[src/pkg/phase_timing_pkg.sv]
// Register map, field layout and carrier types for the phase timing block
package phase_timing_pkg;
  localparam logic [7:0] ADDR_AMB2_CONV_START = 8'h0f;
  localparam logic [7:0] ADDR_AMB2_CONV_END = 8'h10;
  localparam logic [7:0] ADDR_LED1_CONV_START = 8'h11;
  localparam logic [7:0] ADDR_LED1_CONV_END = 8'h12;
  localparam logic [7:0] ADDR_AMB1_CONV_START = 8'h13;
  localparam logic [7:0] ADDR_AMB1_CONV_END = 8'h14;
  localparam logic [7:0] ADDR_REP_PERIOD = 8'h1d;
  localparam logic [7:0] ADDR_ENGINE_AVG = 8'h1e;
  localparam logic [7:0] ADDR_GAIN_SET34 = 8'h1f;
  localparam logic [7:0] ADDR_GAIN_SET2 = 8'h20;
  localparam logic [7:0] ADDR_PRIMARY_GAIN = 8'h21;
  localparam logic [7:0] ADDR_CONTROL0 = 8'h00;
  localparam logic [7:0] ADDR_CONTROL23 = 8'h23;
  localparam int ENGINE_ON_BIT = 8;
  localparam int AVG_LSB = 0;
  localparam int TWO_SET_BIT = 15;
  localparam int FOUR_PHASE_BIT = 15;
  localparam int HOLD_BIT = 1;
  localparam int OSC_SEL_BIT = 9;
  localparam int DAC_RANGE_LSB = 12;
  localparam int SET_HI_LSB = 8;
  localparam int RES_TOP_OFS = 6;
  localparam int CAP_OFS = 3;
  localparam logic [15:0] COUNT_RESET = 16'h0000;
  localparam logic [23:0] REG_RESET = 24'h000000;
  typedef enum logic [1:0] {
    PH_LED2 = 2'b00,
    PH_LED3_AMB2 = 2'b01,
    PH_LED1 = 2'b10,
    PH_AMB1 = 2'b11
  } phase_t;
  typedef struct packed {
    logic [3:0] res_code;
    logic [2:0] cap_code;
  } gain_t;
  typedef struct packed {
    logic [7:0] addr;
    logic [23:0] wdata;
    logic wr;
  } reg_req_t;
endpackage

[src/phase_timing_and_gain_select.sv]
// Phase timing registers, repetition counter and per-phase gain selection
`timescale 1ns/10ps
`default_nettype none
// Operation
// - Hold 16-bit start and end counts for the Ambient2/LED3 conversion phase
// - Hold 16-bit start and end counts for the LED1 conversion phase
// - Hold 16-bit start and end counts for the Ambient1 conversion phase
// - Repetition counter counts to terminal value then wraps to zero
// - Engine enable bit 8 turns the timer on when set
// - Enabled engine derives phase signals from programmed counts
// - Averaging field bits 3..0 gives field plus one conversions
// - Two-set gain bit 15 allows two independent gain groups
// - Two-set mode: alternate codes apply in LED2 and LED3/Ambient2
// - Four-phase mode: alternate codes apply only in LED2
// - Four-phase mode: bits 14..8 codes apply in Ambient1
// - Four-phase mode: bits 6..0 codes apply in LED3/Ambient2
// - Resistor code is separate top bit over 3-bit low; capacitor 3-bit
// - Bits 14..12 select offset DAC full-scale range
// - All counts, enable, averaging and gain fields reset to zero
// - Both modes clear: primary codes apply in all four phases
// - Four-phase mode: primary codes apply only in LED1
// - Counter-hold bit 1 keeps the repetition counter at zero
// - Oscillator select bit 9 only drives INTERNAL_OSC_SELECT; engine always runs on CORE_CLK
module phase_timing_and_gain_select #(
  parameter int COUNT_W = 16
) (
  input wire logic CORE_CLK,
  input wire logic RESETN,
  input wire logic REG_WR,
  input wire logic [7:0] REG_ADDR,
  input wire logic [23:0] REG_WDATA,
  output logic [23:0] REG_RDATA,
  output logic [COUNT_W-1:0] PERIOD_COUNT,
  output logic LED1_CONV,
  output logic AMB1_CONV,
  output logic AMB2_LED3_CONV,
  output logic LED2_CONV,
  output logic [1:0] ACTIVE_PHASE,
  output logic [3:0] RES_CODE,
  output logic [2:0] CAP_CODE,
  output logic [3:0] AVERAGE_COUNT_MINUS_ONE,
  output logic [2:0] OFFSET_DAC_RANGE,
  output logic INTERNAL_OSC_SELECT
);
  logic [15:0] amb2_led3_conv_start_q, amb2_led3_conv_end_q;
  logic [15:0] first_emitter_conv_start_q, first_emitter_conv_end_q;
  logic [15:0] first_ambient_conv_start_q, first_ambient_conv_end_q;
  logic [15:0] repetition_terminal_count_q;
  logic timing_engine_on_q, two_set_gain_mode_q, four_phase_gain_mode_q;
  logic counter_hold_q, internal_osc_select_q;
  logic [3:0] average_count_minus_one_q;
  logic [13:0] set34_q;
  logic [6:0] set2_q, primary_q;
  logic [2:0] offset_dac_range_q;
  logic [COUNT_W-1:0] count_q, count_d;
  logic led1_q, amb1_q, amb2_q, led2_q;
  logic [1:0] phase_q;
  phase_timing_pkg::gain_t gain_q, gain_d;
  phase_timing_pkg::reg_req_t req;
  phase_timing_pkg::gain_t g_primary, g_set2, g_set3, g_set4;

  function automatic phase_timing_pkg::gain_t unpack_gain(input logic [6:0] f);
    unpack_gain.res_code = {f[phase_timing_pkg::RES_TOP_OFS], f[2:0]};
    unpack_gain.cap_code = f[phase_timing_pkg::CAP_OFS +: 3];
  endfunction

  function automatic logic in_window(input logic [COUNT_W-1:0] c,
                                     input logic [15:0] s, input logic [15:0] e);
    in_window = (c >= COUNT_W'(s)) && (c <= COUNT_W'(e));
  endfunction

  assign req = '{addr: REG_ADDR, wdata: REG_WDATA, wr: REG_WR};
  wire wr_amb2s = req.wr && req.addr == phase_timing_pkg::ADDR_AMB2_CONV_START;
  wire wr_amb2e = req.wr && req.addr == phase_timing_pkg::ADDR_AMB2_CONV_END;
  wire wr_led1s = req.wr && req.addr == phase_timing_pkg::ADDR_LED1_CONV_START;
  wire wr_led1e = req.wr && req.addr == phase_timing_pkg::ADDR_LED1_CONV_END;
  wire wr_amb1s = req.wr && req.addr == phase_timing_pkg::ADDR_AMB1_CONV_START;
  wire wr_amb1e = req.wr && req.addr == phase_timing_pkg::ADDR_AMB1_CONV_END;
  wire wr_rep = req.wr && req.addr == phase_timing_pkg::ADDR_REP_PERIOD;
  wire wr_eng = req.wr && req.addr == phase_timing_pkg::ADDR_ENGINE_AVG;
  wire wr_g34 = req.wr && req.addr == phase_timing_pkg::ADDR_GAIN_SET34;
  wire wr_g2 = req.wr && req.addr == phase_timing_pkg::ADDR_GAIN_SET2;
  wire wr_gp = req.wr && req.addr == phase_timing_pkg::ADDR_PRIMARY_GAIN;
  wire wr_c0 = req.wr && req.addr == phase_timing_pkg::ADDR_CONTROL0;
  wire wr_c23 = req.wr && req.addr == phase_timing_pkg::ADDR_CONTROL23;

  // Register file, all fields clear on reset
  always_ff @(posedge CORE_CLK or negedge RESETN) begin
    if (!RESETN) begin
      amb2_led3_conv_start_q <= phase_timing_pkg::COUNT_RESET;
      amb2_led3_conv_end_q <= phase_timing_pkg::COUNT_RESET;
      first_emitter_conv_start_q <= phase_timing_pkg::COUNT_RESET;
      first_emitter_conv_end_q <= phase_timing_pkg::COUNT_RESET;
      first_ambient_conv_start_q <= phase_timing_pkg::COUNT_RESET;
      first_ambient_conv_end_q <= phase_timing_pkg::COUNT_RESET;
      repetition_terminal_count_q <= phase_timing_pkg::COUNT_RESET;
      timing_engine_on_q <= 1'b0;
      average_count_minus_one_q <= 4'h0;
      set34_q <= 14'h0000;
      set2_q <= 7'h00;
      primary_q <= 7'h00;
      two_set_gain_mode_q <= 1'b0;
      four_phase_gain_mode_q <= 1'b0;
      offset_dac_range_q <= 3'h0;
      counter_hold_q <= 1'b0;
      internal_osc_select_q <= 1'b0;
    end else begin
      if (wr_amb2s) amb2_led3_conv_start_q <= req.wdata[15:0];
      if (wr_amb2e) amb2_led3_conv_end_q <= req.wdata[15:0];
      if (wr_led1s) first_emitter_conv_start_q <= req.wdata[15:0];
      if (wr_led1e) first_emitter_conv_end_q <= req.wdata[15:0];
      if (wr_amb1s) first_ambient_conv_start_q <= req.wdata[15:0];
      if (wr_amb1e) first_ambient_conv_end_q <= req.wdata[15:0];
      if (wr_rep) repetition_terminal_count_q <= req.wdata[15:0];
      if (wr_eng) begin
        timing_engine_on_q <= req.wdata[phase_timing_pkg::ENGINE_ON_BIT];
        average_count_minus_one_q <= req.wdata[phase_timing_pkg::AVG_LSB +: 4];
      end
      if (wr_g34) set34_q <= {req.wdata[14:8], req.wdata[6:0]};
      if (wr_g2) begin
        two_set_gain_mode_q <= req.wdata[phase_timing_pkg::TWO_SET_BIT];
        set2_q <= req.wdata[6:0];
      end
      if (wr_gp) begin
        primary_q <= req.wdata[6:0];
        offset_dac_range_q <= req.wdata[phase_timing_pkg::DAC_RANGE_LSB +: 3];
      end
      if (wr_c0) counter_hold_q <= req.wdata[phase_timing_pkg::HOLD_BIT];
      if (wr_c23) begin
        four_phase_gain_mode_q <= req.wdata[phase_timing_pkg::FOUR_PHASE_BIT];
        internal_osc_select_q <= req.wdata[phase_timing_pkg::OSC_SEL_BIT];
      end
    end
  end

  // Readback of the addressed register; CONTROL0 (0x00) and CONTROL23 (0x23) read as zero
  always_comb begin
    REG_RDATA = phase_timing_pkg::REG_RESET;
    case (REG_ADDR)
      phase_timing_pkg::ADDR_AMB2_CONV_START: REG_RDATA[15:0] = amb2_led3_conv_start_q;
      phase_timing_pkg::ADDR_AMB2_CONV_END: REG_RDATA[15:0] = amb2_led3_conv_end_q;
      phase_timing_pkg::ADDR_LED1_CONV_START: REG_RDATA[15:0] = first_emitter_conv_start_q;
      phase_timing_pkg::ADDR_LED1_CONV_END: REG_RDATA[15:0] = first_emitter_conv_end_q;
      phase_timing_pkg::ADDR_AMB1_CONV_START: REG_RDATA[15:0] = first_ambient_conv_start_q;
      phase_timing_pkg::ADDR_AMB1_CONV_END: REG_RDATA[15:0] = first_ambient_conv_end_q;
      phase_timing_pkg::ADDR_REP_PERIOD: REG_RDATA[15:0] = repetition_terminal_count_q;
      phase_timing_pkg::ADDR_ENGINE_AVG: begin
        REG_RDATA[8] = timing_engine_on_q;
        REG_RDATA[3:0] = average_count_minus_one_q;
      end
      phase_timing_pkg::ADDR_GAIN_SET34: REG_RDATA[14:0] = {set34_q[13:7], 1'b0, set34_q[6:0]};
      phase_timing_pkg::ADDR_GAIN_SET2: begin
        REG_RDATA[15] = two_set_gain_mode_q;
        REG_RDATA[6:0] = set2_q;
      end
      phase_timing_pkg::ADDR_PRIMARY_GAIN: begin
        REG_RDATA[14:12] = offset_dac_range_q;
        REG_RDATA[6:0] = primary_q;
      end
      default: REG_RDATA = phase_timing_pkg::REG_RESET;
    endcase
  end

  // Repetition counter
  always_comb begin
    if (!timing_engine_on_q || counter_hold_q) begin
      count_d = '0;
    end else if (count_q >= COUNT_W'(repetition_terminal_count_q)) begin
      count_d = '0;
    end else begin
      count_d = count_q + COUNT_W'(1);
    end
  end

  // Per-phase gain selection
  assign g_primary = unpack_gain(primary_q);
  assign g_set2 = unpack_gain(set2_q);
  assign g_set3 = unpack_gain(set34_q[13:7]);
  assign g_set4 = unpack_gain(set34_q[6:0]);
  always_comb begin
    gain_d = g_primary;
    if (four_phase_gain_mode_q) begin
      case (phase_q)
        phase_timing_pkg::PH_LED1: gain_d = g_primary;
        phase_timing_pkg::PH_LED2: gain_d = g_set2;
        phase_timing_pkg::PH_AMB1: gain_d = g_set3;
        phase_timing_pkg::PH_LED3_AMB2: gain_d = g_set4;
        default: gain_d = g_primary;
      endcase
    end else if (two_set_gain_mode_q) begin
      case (phase_q)
        phase_timing_pkg::PH_LED2: gain_d = g_set2;
        phase_timing_pkg::PH_LED3_AMB2: gain_d = g_set2;
        default: gain_d = g_primary;
      endcase
    end
  end

  // Phase windows and current phase
  wire run = timing_engine_on_q && !counter_hold_q;
  wire led1_w = run && in_window(count_q, first_emitter_conv_start_q, first_emitter_conv_end_q);
  wire amb1_w = run && in_window(count_q, first_ambient_conv_start_q, first_ambient_conv_end_q);
  wire amb2_w = run && in_window(count_q, amb2_led3_conv_start_q, amb2_led3_conv_end_q);
  wire led2_w = run && !led1_w && !amb1_w && !amb2_w;
  wire [1:0] phase_d = led1_w ? phase_timing_pkg::PH_LED1 :
                       amb1_w ? phase_timing_pkg::PH_AMB1 :
                       amb2_w ? phase_timing_pkg::PH_LED3_AMB2 : phase_q;

  always_ff @(posedge CORE_CLK or negedge RESETN) begin
    if (!RESETN) begin
      count_q <= '0;
      led1_q <= 1'b0;
      amb1_q <= 1'b0;
      amb2_q <= 1'b0;
      led2_q <= 1'b0;
      phase_q <= phase_timing_pkg::PH_LED2;
      gain_q <= '0;
    end else begin
      count_q <= count_d;
      led1_q <= led1_w;
      amb1_q <= amb1_w;
      amb2_q <= amb2_w;
      led2_q <= led2_w;
      phase_q <= led2_w ? phase_timing_pkg::PH_LED2 : phase_d;
      gain_q <= gain_d;
    end
  end

  assign PERIOD_COUNT = count_q;
  assign LED1_CONV = led1_q;
  assign AMB1_CONV = amb1_q;
  assign AMB2_LED3_CONV = amb2_q;
  assign LED2_CONV = led2_q;
  assign ACTIVE_PHASE = phase_q;
  assign RES_CODE = gain_q.res_code;
  assign CAP_CODE = gain_q.cap_code;
  assign AVERAGE_COUNT_MINUS_ONE = average_count_minus_one_q;
  assign OFFSET_DAC_RANGE = offset_dac_range_q;
  assign INTERNAL_OSC_SELECT = internal_osc_select_q;
endmodule
`default_nettype wire

[config.mk]
export PLATFORM = sky130hd
export DESIGN_NAME = phase_timing_and_gain_select
export DESIGN_NICKNAME = d
export VERILOG_FILES = /design/src/pkg/phase_timing_pkg.sv /design/src/phase_timing_and_gain_select.sv
export SDC_FILE = /design/constraint.sdc
export NUM_CORES = 1
export LEC_CHECK = 0
export BUFFER_PORTS_ARGS = -buffer_cell sky130_fd_sc_hd__buf_4
export CORE_AREA = 3 3 178 180
export CTS_CLUSTER_DIAMETER = 200
export DETAILED_ROUTE_END_ITERATION = 12
export DIE_AREA = 0 0 181 183
export MAX_ROUTING_LAYER = met4
export PLACE_DENSITY_LB_ADDON = 0.15
export SYNTH_ARGS = -nofsm -noshare
export SYNTH_HDL_FRONTEND = slang
export SYNTH_SLANG_ARGS = --single-unit
export TNS_END_PERCENT = 10
[constraint.sdc]
create_clock -name CORE_CLK -period 2.68 [get_ports CORE_CLK]
set_clock_uncertainty 0.1 [all_clocks]
set_input_delay 0.268 -clock CORE_CLK [delete_from_list [all_inputs] [get_ports CORE_CLK]]
set_output_delay 0.268 -clock CORE_CLK [all_outputs]
set_load 0.01 [all_outputs]
After elaboration in Yosys (flattened, before gate mapping)
Index checks and enable logic that the tools add are counted.
{"block": "classes", "n_addsub": 1, "multipliers": 0, "n_div": 0, "order_cmp": 7, "eq_ne": 15, "n_shift": 0, "mux": 17, "bitwise": 0, "n_reduce_logical": 33}
{"op": "== test 8 x 5 -> 1 bit, second input constant", "n": 8}
{"op": ">= comparator 16 bit", "n": 4}
{"op": "<= comparator 16 bit", "n": 3}
{"op": "case mux 4 bit (11 select lines)", "n": 1}
{"op": "2-to-1 mux 16 bit", "n": 2}
{"op": "case mux 3 bit (10 select lines)", "n": 1}
{"op": "case mux 7 bit (4 select lines)", "n": 1}
{"op": "case mux 3 bit (9 select lines)", "n": 1}
{"op": "== test 8 x 6 -> 1 bit, second input constant", "n": 3}
{"op": "case mux 3 bit (8 select lines)", "n": 1}
{"op": "logical AND 1 bit", "n": 23}
{"op": "2-to-1 mux 7 bit", "n": 3}
{"op": "adder 16 x 1 -> 16 bit, second input constant", "n": 1}
{"op": "case mux 1 bit (9 select lines)", "n": 1}
{"op": "== test 8 x 4 -> 1 bit, second input constant", "n": 1}
{"op": "logical NOT 8 bit", "n": 1}
{"op": "2-to-1 mux 2 bit", "n": 4}
{"op": "case mux 1 bit (8 select lines)", "n": 1}
{"op": "case mux 1 bit (7 select lines)", "n": 1}
{"op": "logical NOT 1 bit", "n": 5}
{"op": "== test 2 bit, second input constant", "n": 2}
{"op": "nonzero test 4 bit", "n": 1}
{"op": "== test 2 x 1 -> 1 bit, second input constant", "n": 1}
{"op": "logical NOT 2 bit", "n": 1}
{"op": "other kinds (2)", "n": 2}
{"block": "totals", "regBits": 181, "latchBits": 0, "ram_bits": 0, "rom_bits": 0, "word_cells": 98, "mem_count": 0}

Longest topological paths before layout
Gate-level depths: netlist of run 1.
{"block": "logic_depth", "ltp_word": 8, "ltp_mapped": 10, "depth_no_buf": 9}

Least setup slack after synthesis of run 1
Ideal clock, no wire load.
{"block": "synth_path", "path_kind": "register to register", "start": "register count_q[0] (netlist: PERIOD_COUNT[0])", "end": "register phase_q[0] (netlist: ACTIVE_PHASE[0])", "t_arrival_ps": 2397, "required_time_ps": 2459, "slack_ps": 62, "stages_incl_launch_ff": 10, "n_path_buf": 0, "period_less_slack_ps": 2618, "cell_sequence": "dfrtp_1 -> inv_1 -> ha_1 -> nand2b_4 -> a2111oi_4 -> o31ai_1 -> a2111oi_2 -> a2111oi_2 -> or2_1 -> a22o_1"}
{"block": "synth_via", "elab_cells_between_ends": 22, "cone_classes": "order compare (6); mux (3); reduce/logical (13)"}
{"item": "start: declaration", "line": "phase_timing_and_gain_select.sv:55", "source": "logic [COUNT_W-1:0] count_q, count_d;"}
{"item": "start signal: assignment", "line": "phase_timing_and_gain_select.sv:219", "source": "count_q <= count_d;"}
{"item": ">= comparator 16 bit or <= comparator 16 bit (tied branches)", "line": "phase_timing_and_gain_select.sv:69", "source": "in_window = (c >= COUNT_W'(s)) && (c <= COUNT_W'(e));"}
{"item": "logical AND 1 bit (*)", "line": "phase_timing_and_gain_select.sv:69"}
{"item": "logical AND 1 bit (*)", "line": "phase_timing_and_gain_select.sv:202", "source": "wire amb1_w = run && in_window(count_q, first_ambient_conv_start_q, first_ambient_conv_end_q);"}
{"item": "net amb1_w", "line": "phase_timing_and_gain_select.sv:202"}
{"item": "logical NOT 1 bit", "line": "phase_timing_and_gain_select.sv:204", "source": "wire led2_w = run && !led1_w && !amb1_w && !amb2_w;"}
{"item": "logical AND 1 bit (2 in a row)", "line": "phase_timing_and_gain_select.sv:204"}
{"item": "nonzero test 4 bit (no source line) or 2-to-1 mux 2 bit (tied branches)"}
{"item": "end signal: assignment", "line": "phase_timing_and_gain_select.sv:216", "source": "phase_q <= phase_timing_pkg::PH_LED2;"}
{"item": "end signal: assignment", "line": "phase_timing_and_gain_select.sv:224", "source": "phase_q <= led2_w ? phase_timing_pkg::PH_LED2 : phase_d;"}
{"item": "end: declaration", "line": "phase_timing_and_gain_select.sv:57", "source": "logic [1:0] phase_q;"}
The timed path passes the listed nets; every way through them passes the cells marked *.
A chain may end at the register's enable or synchronous reset.

Worst setup path after layout of run 1
{"block": "layout_path", "start": "register count_q[1] (netlist: PERIOD_COUNT[1])", "end": "register phase_q[0] (netlist: ACTIVE_PHASE[0])"}
The elaborated chain is that of the path after synthesis.

==> results of run 1 <==
==> cell usage after synthesis, drive strengths merged (2+ instances only) <==
master	number	area share
o211ai	5	0.0035
nand2b	6	0.0042
a2111oi	3	0.0053
o21a	2	0.0014
a21oi	36	0.017
a211oi	3	0.0021
ha	113	0.13
mux4	6	0.012
nand3	28	0.013
nor2b	5	0.0029
inv	109	0.038
and3	3	0.0017
xnor2	10	0.0081
a221oi	12	0.0097
nor4	3	0.0031
a21boi	3	0.0021
nand4	26	0.015
a222oi	20	0.018
nor3	8	0.0042
and4	4	0.0032
a22oi	27	0.019
clkbuf	28	0.010
a211o	3	0.0024
a21o	16	0.011
a22o	7	0.0057
or3	3	0.0017
nand2	83	0.029
mux2i	7	0.0065
buf	18	0.011
xor2	4	0.0032
mux2	137	0.14
dfrtp	181	0.42
o21ai	35	0.016
nor2	39	0.014
==> power breakdown <==
part           internal [mW]  total, mW  switching [mW]
clock network           1.34       2.51            1.16
registers               2.87       3.04           0.174
logic                  0.416      0.895           0.479
total                   4.63       6.44            1.82
==> critical path, delay by kind of cell, from the launching register on <==
family                   cells  cell delay (ns)
AO/OA/AOI/OAI                5             1.18
AND/OR/NAND/NOR              1             0.24
flip-flops                   1             0.44
adder cells (fa/ha/maj)      1             0.35
buffers and inverters        1             0.17
==> state kept, by name, indices dropped and copies added, names as in the netlist, 14 cells and up <==
signal,flops
PERIOD_COUNT,16
amb2_led3_conv_end_q,16
amb2_led3_conv_start_q,16
first_ambient_conv_end_q,16
first_ambient_conv_start_q,16
first_emitter_conv_end_q,16
first_emitter_conv_start_q,16
repetition_terminal_count_q,16
set34_q,14
==> what timing repair did <==
item	CTS	global route
gates resized for setup	1	10
hold buffers	1	0
pin swaps	1	4
setup endpoints to repair	2	15
hold endpoints to repair	60	0
buffers inserted	0	1
==> stage by stage <==
stage	utilization	hold slack [ns]
after floorplan	-	-0.128
after CTS	0.427	0.00517
final	0.429	0.00994
after global routing	0.429	0.0249
after detailed placement	0.408	0.218
after global placement	0.408	0.213
==> kinds of logic after synthesis <==
logic type,synth area share
xor+xnor,0.0113
simple gates,0.0981
other cells,0.000346
compound gates,0.121
flops,0.418
buf+inv,0.0586
mux,0.161
fa+ha+maj,0.131
==> how the worst min path moves through the flow <==
stage / slack [ns] / end
floorplan: -0.13 / ACTIVE_PHASE[0]$_DFFE_PN0P_
global placement: 0.21 / set34_q[11]$_DFFE_PN0P_
detailed placement: 0.22 / set34_q[11]$_DFFE_PN0P_
CTS: 0.005 / amb2_led3_conv_start_q[7]$_DFFE_PN0P_
global route: 0.02 / amb2_led3_conv_start_q[7]$_DFFE_PN0P_
finish: 0.01 / amb2_led3_conv_start_q[7]$_DFFE_PN0P_
==> metal layers <==
metal  up-vias  part of all wire  GRT usage
met1      4216              0.46      0.283
met5         -                 0          -
li1       3925                 -          -
met4         0             0.023     0.0622
met3        43             0.042     0.0313
met2       197              0.47      0.335
==> area by class of cell <==
cell class,instances,area (µm²),share of cell area
Clock inverter,12,120,0.00923
Multi-Input combinational cell,680,5750,0.442
Inverter,109,409,0.0314
Sequential cell,181,4530,0.348
Timing Repair Buffer,154,1250,0.0962
Clock buffer,20,457,0.0351
Tap cell,396,495,0.0381
==> results.md, run 1 <==
- The clock drives 181 sinks.
- From left edge to right edge, the die measures 181 µm.
- The first global-routing pass estimated 51,500 µm of wire.
- The count of vias placed by the detailed router is around 8,400.
- The initial antenna violation count was 0.
- In this run the critical register-to-register path is launched from PERIOD_COUNT[1]$_DFF_PN0_.
- The number of violations of the max-capacitance limit is 0.
- Once detail routing completed, the nets flagged for antenna violations numbered 0.
- The final estimated routing congestion in global placement is 0.891.
- After detailed placement, the design holds a cell count of 1,518.
- The post-placement cell area is between 10,000 and 15,000 µm².
- The number of storage elements in the synthesis netlist is 181.
- The number of filler instances in the final layout is 2,951.
- For the worst-skew pair, the clock arrives at the later sink with an insertion delay of about 0.45 ns.
- The number of nets in the final layout is around 1,300.
- In this run, the number of DRC markers left after iteration 0 of detailed routing was 559.
- Dividing the detail-routed wire length by the instance count gives 21.6 µm.
- Global routing finished with a remaining overflow of 0.
- Power spread over the standard cell area amounts to a little under 500 nW/µm².
- The library cell used most frequently in the layout, excluding fill and tap cells, is dfrtp_1.
- The worst path required time is a little under 3 ns.
- Averaged over all synthesized cells, the footprint is 10.7 µm².
- The worst hold path was traced through 3 stages.
- The via count of the first global-routing pass is 8,319.
- The signal arrival time at the worst endpoint is 2.83 ns.
- The final cell count without fillers is between 1,500 and 2,000.
- The start point of the critical path is PERIOD_COUNT[1]$_DFF_PN0_.
- Clock tree synthesis selected as its root buffer the cell clkbuf_16.
- The part of the Yosys area used for sequential elements is 0.418.
- The number of iterations in the first detailed-routing pass is 6.
- The clock buffer count from CTS is 17.
- The register-to-register setup slack is 0.09 ns.
- The number of hold violations in the final report was 0.
- The final standard cell area without fillers is 13,000 µm².
- For this block, the routed nets add up to 33,500 µm of wire.
- The number of I/O port buffers is 79.
- The maximum number of buffers from clock root to sink is 2.
- The endpoint type of the worst setup path is a register.
- For the finished layout, the period the worst path requires is 2.59 ns.
- Once routing completed, OpenROAD measured the worst setup slack at 0.0896 ns.
- In this design, the critical path's most frequently occurring cell is a2111oi_4.
- For this run, the top clock speed supported by timing is 0.386 GHz.
- Counting flops with an async set or reset pin after synthesis yields a share of 1.00.
- The leading register cell type out of synthesis is dfrtp_1.
- The flow ran to the end, and the final reports show no timing, DRC or antenna violations.
- In this run the critical register-to-register path is captured at ACTIVE_PHASE[0]$_DFFE_PN0P_.
- The overall fraction of global-route tracks in use is 0.211.
- The relative slew slack is 0.599.
- The critical-path cell with the highest stage delay is dfrtp_2.
- Along the worst path, the maximum fanout reaches 4.
- The largest single stage delay on the critical path is 0.44 ns.
- In this run the number of H-tree levels came out at 4.
- The clock tree from TritonCTS is done.
- The worst hold path class is in2reg.
- The worst hold path begins at REG_WDATA[7].
- The critical path is of the reg2reg type.
- The actual slew at the worst max-slew pin is 0.600 ns.
- The setup-violating endpoint count in the final report is 0.
- The pin count of the biggest net entering global routing is 64.
- After clock tree synthesis, the clock-pin slew on the worst setup and hold paths is 0.07 ns.
- For this design the static power due to leakage is ~6.4 nW.
- In this run the cell area of the synthesized design comes to 10,800 µm².
- The die covers between 30,000 and 40,000 µm².
- Of the available clock period, the critical path in the final layout requires 0.967.
- Setup repair after global routing could not meet its margin everywhere.
- In this run the vertical extent of the chip is 183 µm.
- The number of antenna diodes is 0.
- Counting cells, the worst reg-to-reg path comes to 8.
- The worst slack at placement is -0.0424 ns.
- In this run the worst setup path terminates at ACTIVE_PHASE[0]$_DFFE_PN0P_.
- The number of enable-type register cells in the synthesized netlist is 0.
- Summed over all failing endpoints, the final setup total negative slack is 0 ns.
- The kind of start point of the critical path is a register.
- During synthesis, Yosys emitted a total of 0 warnings.
- The final HPWL from detailed placement is 25,500 µm.
- For this configuration, the core starts out at a cell density of 0.357.
- The DRC violation count after routing is 0.
- The synthesized instance count is 1,009.
- The post-synthesis cell type count is 59.
- From synthesis to final layout, the design area changed by 20.2%.
- The library cells used most frequently in the layout, excluding fill and tap cells, are 178 x dfrtp_1, 145 x buf_4, 137 x mux2_2.
- Of the cells placed in the final design, the portion with a size suffix greater than 1 is 0.304.
- Across the VDD grid, the largest voltage drop is ~0.00046 V.
- 96 I/O pins were placed.
- The final max-slew violation count is 0.
- The signal on the critical path passes through ha_1 > a2111oi_4 > o31ai_4 > a2111oi_4 > a2111oi_2 > buf_4 > or2_1 > a22o_1.
- The region available for standard cell placement spans 30,300 µm².
- The completed layout was analyzed and its total power is between 6 and 7 mW.
- The mean number of vias per cell is about 5.4.
- The floorplan has 64 rows.
Note: power is estimated with default switching activity, not from simulation.
==> inputs of run 2 (changes only) <==
==> constraint.sdc (replaced) <==
create_clock -name CORE_CLK -period 3.22 [get_ports CORE_CLK]
set_clock_uncertainty 0.1 [all_clocks]
set_input_delay 0.322 -clock CORE_CLK [delete_from_list [all_inputs] [get_ports CORE_CLK]]
set_output_delay 0.322 -clock CORE_CLK [all_outputs]
set_load 0.01 [all_outputs]
==> run 2 against run 1 <==
Effect of this change:
- register-to-register slack better by 0.29 ns
- largest cell class unchanged
- first-iteration DRC count down 16%
- via count down 3.5%
- largest power group unchanged
- critical path type unchanged
==> results.md, run 2 (synthesis gave the netlist of run 1 again) <==
- Outcome: complete, no violations (unchanged).
- The final-layout setup total negative slack came to 0 ns (unchanged).
- The global-route wire length before repair is 50,900 µm (was 51,500 µm).
- The setup-violating endpoint count in the final report is 0 (unchanged).
- The level count of the clock H-tree is 4 (unchanged).
- The post-CTS setup-driven buffer insertion count is 0 (unchanged).
- The via count of the first global-routing pass is 8,189 (was 8,319).
- The clock sink total is 181 (unchanged).
- The clock buffer count from CTS is 17 (unchanged).
- The final-layout worst hold slack came to 0.0874 ns (was 0.00994 ns).
- The hold buffer count at CTS is 1 (unchanged).
- The mean number of vias per cell is 5.33 (was 5.40).
- The number of violations of the max-capacitance limit is 0 (unchanged).
- The area of the die is 33,100 µm² (unchanged).
- The standard-cell row count is 64 (unchanged).
- The number of nets in the final layout is 1,257 (was 1,291).
- The number of hold violations in the final report is 0 (unchanged).
- The area overhead of the layout relative to synthesis is 16.9% (was 20.2%).
- The overall fraction of global-route tracks in use is 0.208 (was 0.211).
- The starting density of the core is 0.357 (unchanged).
- The count of pins on the block boundary was 96 (unchanged).
- The placeable core region was 30,300 µm² (unchanged).
- The initial antenna violation count is 0 (unchanged).
- The met1 global-route usage was 0.274 (was 0.283).
- The initial detailed-routing violation count is 469 (was 559).
- The count of vias placed by the detailed router is 8,091 (was 8,381).
- Unrepaired setup endpoints after global routing: false (was true).
- The highest-utilization routing layer at the global route stage is met2 (unchanged).
- The met2 global-route usage is 0.341 (was 0.335).
- The top achievable clock speed came to 0.352 GHz (was 0.386 GHz).
- The maximum number of buffers from clock root to sink is 2 (unchanged).
- The post-detailed-route wirelength per cell came to 21.8 µm (was 21.6 µm).
- The kind of start point of the critical path was a register (unchanged).
- The portion of the clock cycle consumed by the worst path in the final layout is 0.883 (was 0.967).
- The most frequent standard cell in the layout excluding fill and tap cells is dfrtp_1 (unchanged).
- The root buffer selected by CTS was clkbuf_16 (unchanged).
- The classification of the worst setup path is reg2reg (unchanged).
- The total power divided by cell area came to 427 nW/µm² (was 495 nW/µm²).
- The number of gates given a new drive strength after cts is 0 (was 1).
- The number of I/O port buffers is 79 (unchanged).
- The met3 track demand over resource is 0.0264 (was 0.0313).
- The die extent in x is 181 µm (unchanged).
- The top fanout value on the critical path is 9 (was 4).
- The height of the die is 183 µm (unchanged).
- The worst path required time is 3.50 ns (was 2.91 ns).
- The clock tree from TritonCTS is done (unchanged).
- The signal arrival time at the worst endpoint is 3.12 ns (was 2.83 ns).
- The number of nets with antenna violations after routing was 0 (unchanged).
- The number of iterations in the first detailed-routing pass is 7 (was 6).
- The final estimated routing congestion in global placement came to 0.897 (was 0.891).
- The pin count of the biggest net entering global routing came to 79 (was 64).
- The number of antenna diodes came to 0 (unchanged).
- The peak supply drop was 0.000376 V (was 0.000457 V).
- The relative slew slack is 0.441 (was 0.599).
- The share of the core filled with cells in the final layout is 0.417 (was 0.429).
- The actual slew at the worst max-slew pin was 0.837 ns (was 0.600 ns).
- The DRC violation count after routing is 0 (unchanged).
- The fraction of final layout cells sized beyond drive strength 1 is 0.274 (was 0.304).
- The final HPWL from detailed placement is 25,300 µm (was 25,500 µm).
- The clock-pin slew of the registers on the worst-case setup and hold paths is 0.07 ns (about the same).
- The overall routed net length is 33,100 µm (was 33,500 µm).
- The register-to-register setup slack is 0.38 ns (was 0.09 ns).
- The sum of internal, switching and leakage power is 5.41 mW (was 6.44 mW).
- The endpoint type of the worst setup path is a register (unchanged).
- The clock insertion delay at the later pin of the skew report came to 0.44 ns (was 0.45 ns).
- The aggregate global routing overflow is 0 (unchanged).
- The number of filler instances in the final layout is 3,001 (was 2,951).
- The post-route minimum period is 2.84 ns (was 2.59 ns).
- The standby leakage power is 6.24 nW (was 6.43 nW).
- Top library cells by usage in the layout, fill and taps aside: 181 x dfrtp_1, 137 x mux2_2, 117 x buf_4 (was 178 x dfrtp_1, 145 x buf_4, 137 x mux2_2).
- The worst hold path class is in2reg (unchanged).
- The final max-slew violation count is 0 (unchanged).
run 2: path summary, 6_finish.rpt:
| check | to | depth (start not counted) | start |
|---|---|---|---|
| worst max register to register | ACTIVE_PHASE[0]$_DFFE_PN0P_ | 9 | PERIOD_COUNT[15]$_DFF_PN0_ |
| worst min register to register | first_emitter_conv_start_q[9]$_DFFE_PN0P_ | 1 | first_emitter_conv_start_q[9]$_DFFE_PN0P_ |
| worst max-delay path | ACTIVE_PHASE[0]$_DFFE_PN0P_ | 9 | PERIOD_COUNT[15]$_DFF_PN0_ |
| min in group asynchronous | AMB1_CONV$_DFF_PN0_ | 2 | RESETN |
| max in group asynchronous | first_ambient_conv_start_q[0]$_DFFE_PN0P_ | 3 | RESETN |
| worst min-delay path | amb2_led3_conv_start_q[7]$_DFFE_PN0P_ | 3 | REG_WDATA[7] |
run 2: worst max-delay path, stage by stage, from the launching register on:
cell       delay (ns)
dfrtp_1          0.55
ha_1             0.39
nand4_1          0.13
nor3_1           0.38
nand2_1          0.23
o311a_1          0.21
a2111oi_2        0.34
buf_4            0.19
or2_1            0.13
a22o_1           0.12
run 2: layout make-up:
| type | count | area, µm² | area share |
|---|---|---|---|
| clock buffers | 20 | 447 | 0.0353 |
| clock inverters | 11 | 150 | 0.0119 |
| inverters | 109 | 409 | 0.0323 |
| multi-input cells | 680 | 5700 | 0.451 |
| flip-flops and latches | 181 | 4530 | 0.358 |
| well taps | 396 | 495 | 0.0391 |
| repair buffers | 120 | 922 | 0.0729 |
run 2: where the power goes:
| part | total [mW] | internal (mW) | switching, mW | leakage [nW] |
|---|---|---|---|---|
| Sequential | 2.54 | 2.39 | 0.152 | 2.43 |
| Clock | 2.20 | 1.25 | 0.952 | 0.287 |
| Combinational | 0.669 | 0.298 | 0.371 | 3.53 |
| Total | 5.41 | 3.93 | 1.48 | 6.24 |
run 2: metrics by stage:
stage | worst slack [ns] | instances | area (µm²)
final | 0.378 | 1517 | 12700
after CTS | 0.312 | 1517 | 12700
after global routing | 0.135 | 1517 | 12700
after detailed placement | 0.337 | 1485 | 12000
after floorplan | 0.602 | 1016 | 10900
after global placement | 0.345 | 1485 | 12000
run 2: per-layer routing:
| metal | vias up | share of wire |
|---|---|---|
| li1 | 3844 | - |
| met5 | - | 0 |
| met2 | 143 | 0.48 |
| met3 | 35 | 0.028 |
| met4 | 0 | 0.024 |
| met1 | 4069 | 0.47 |
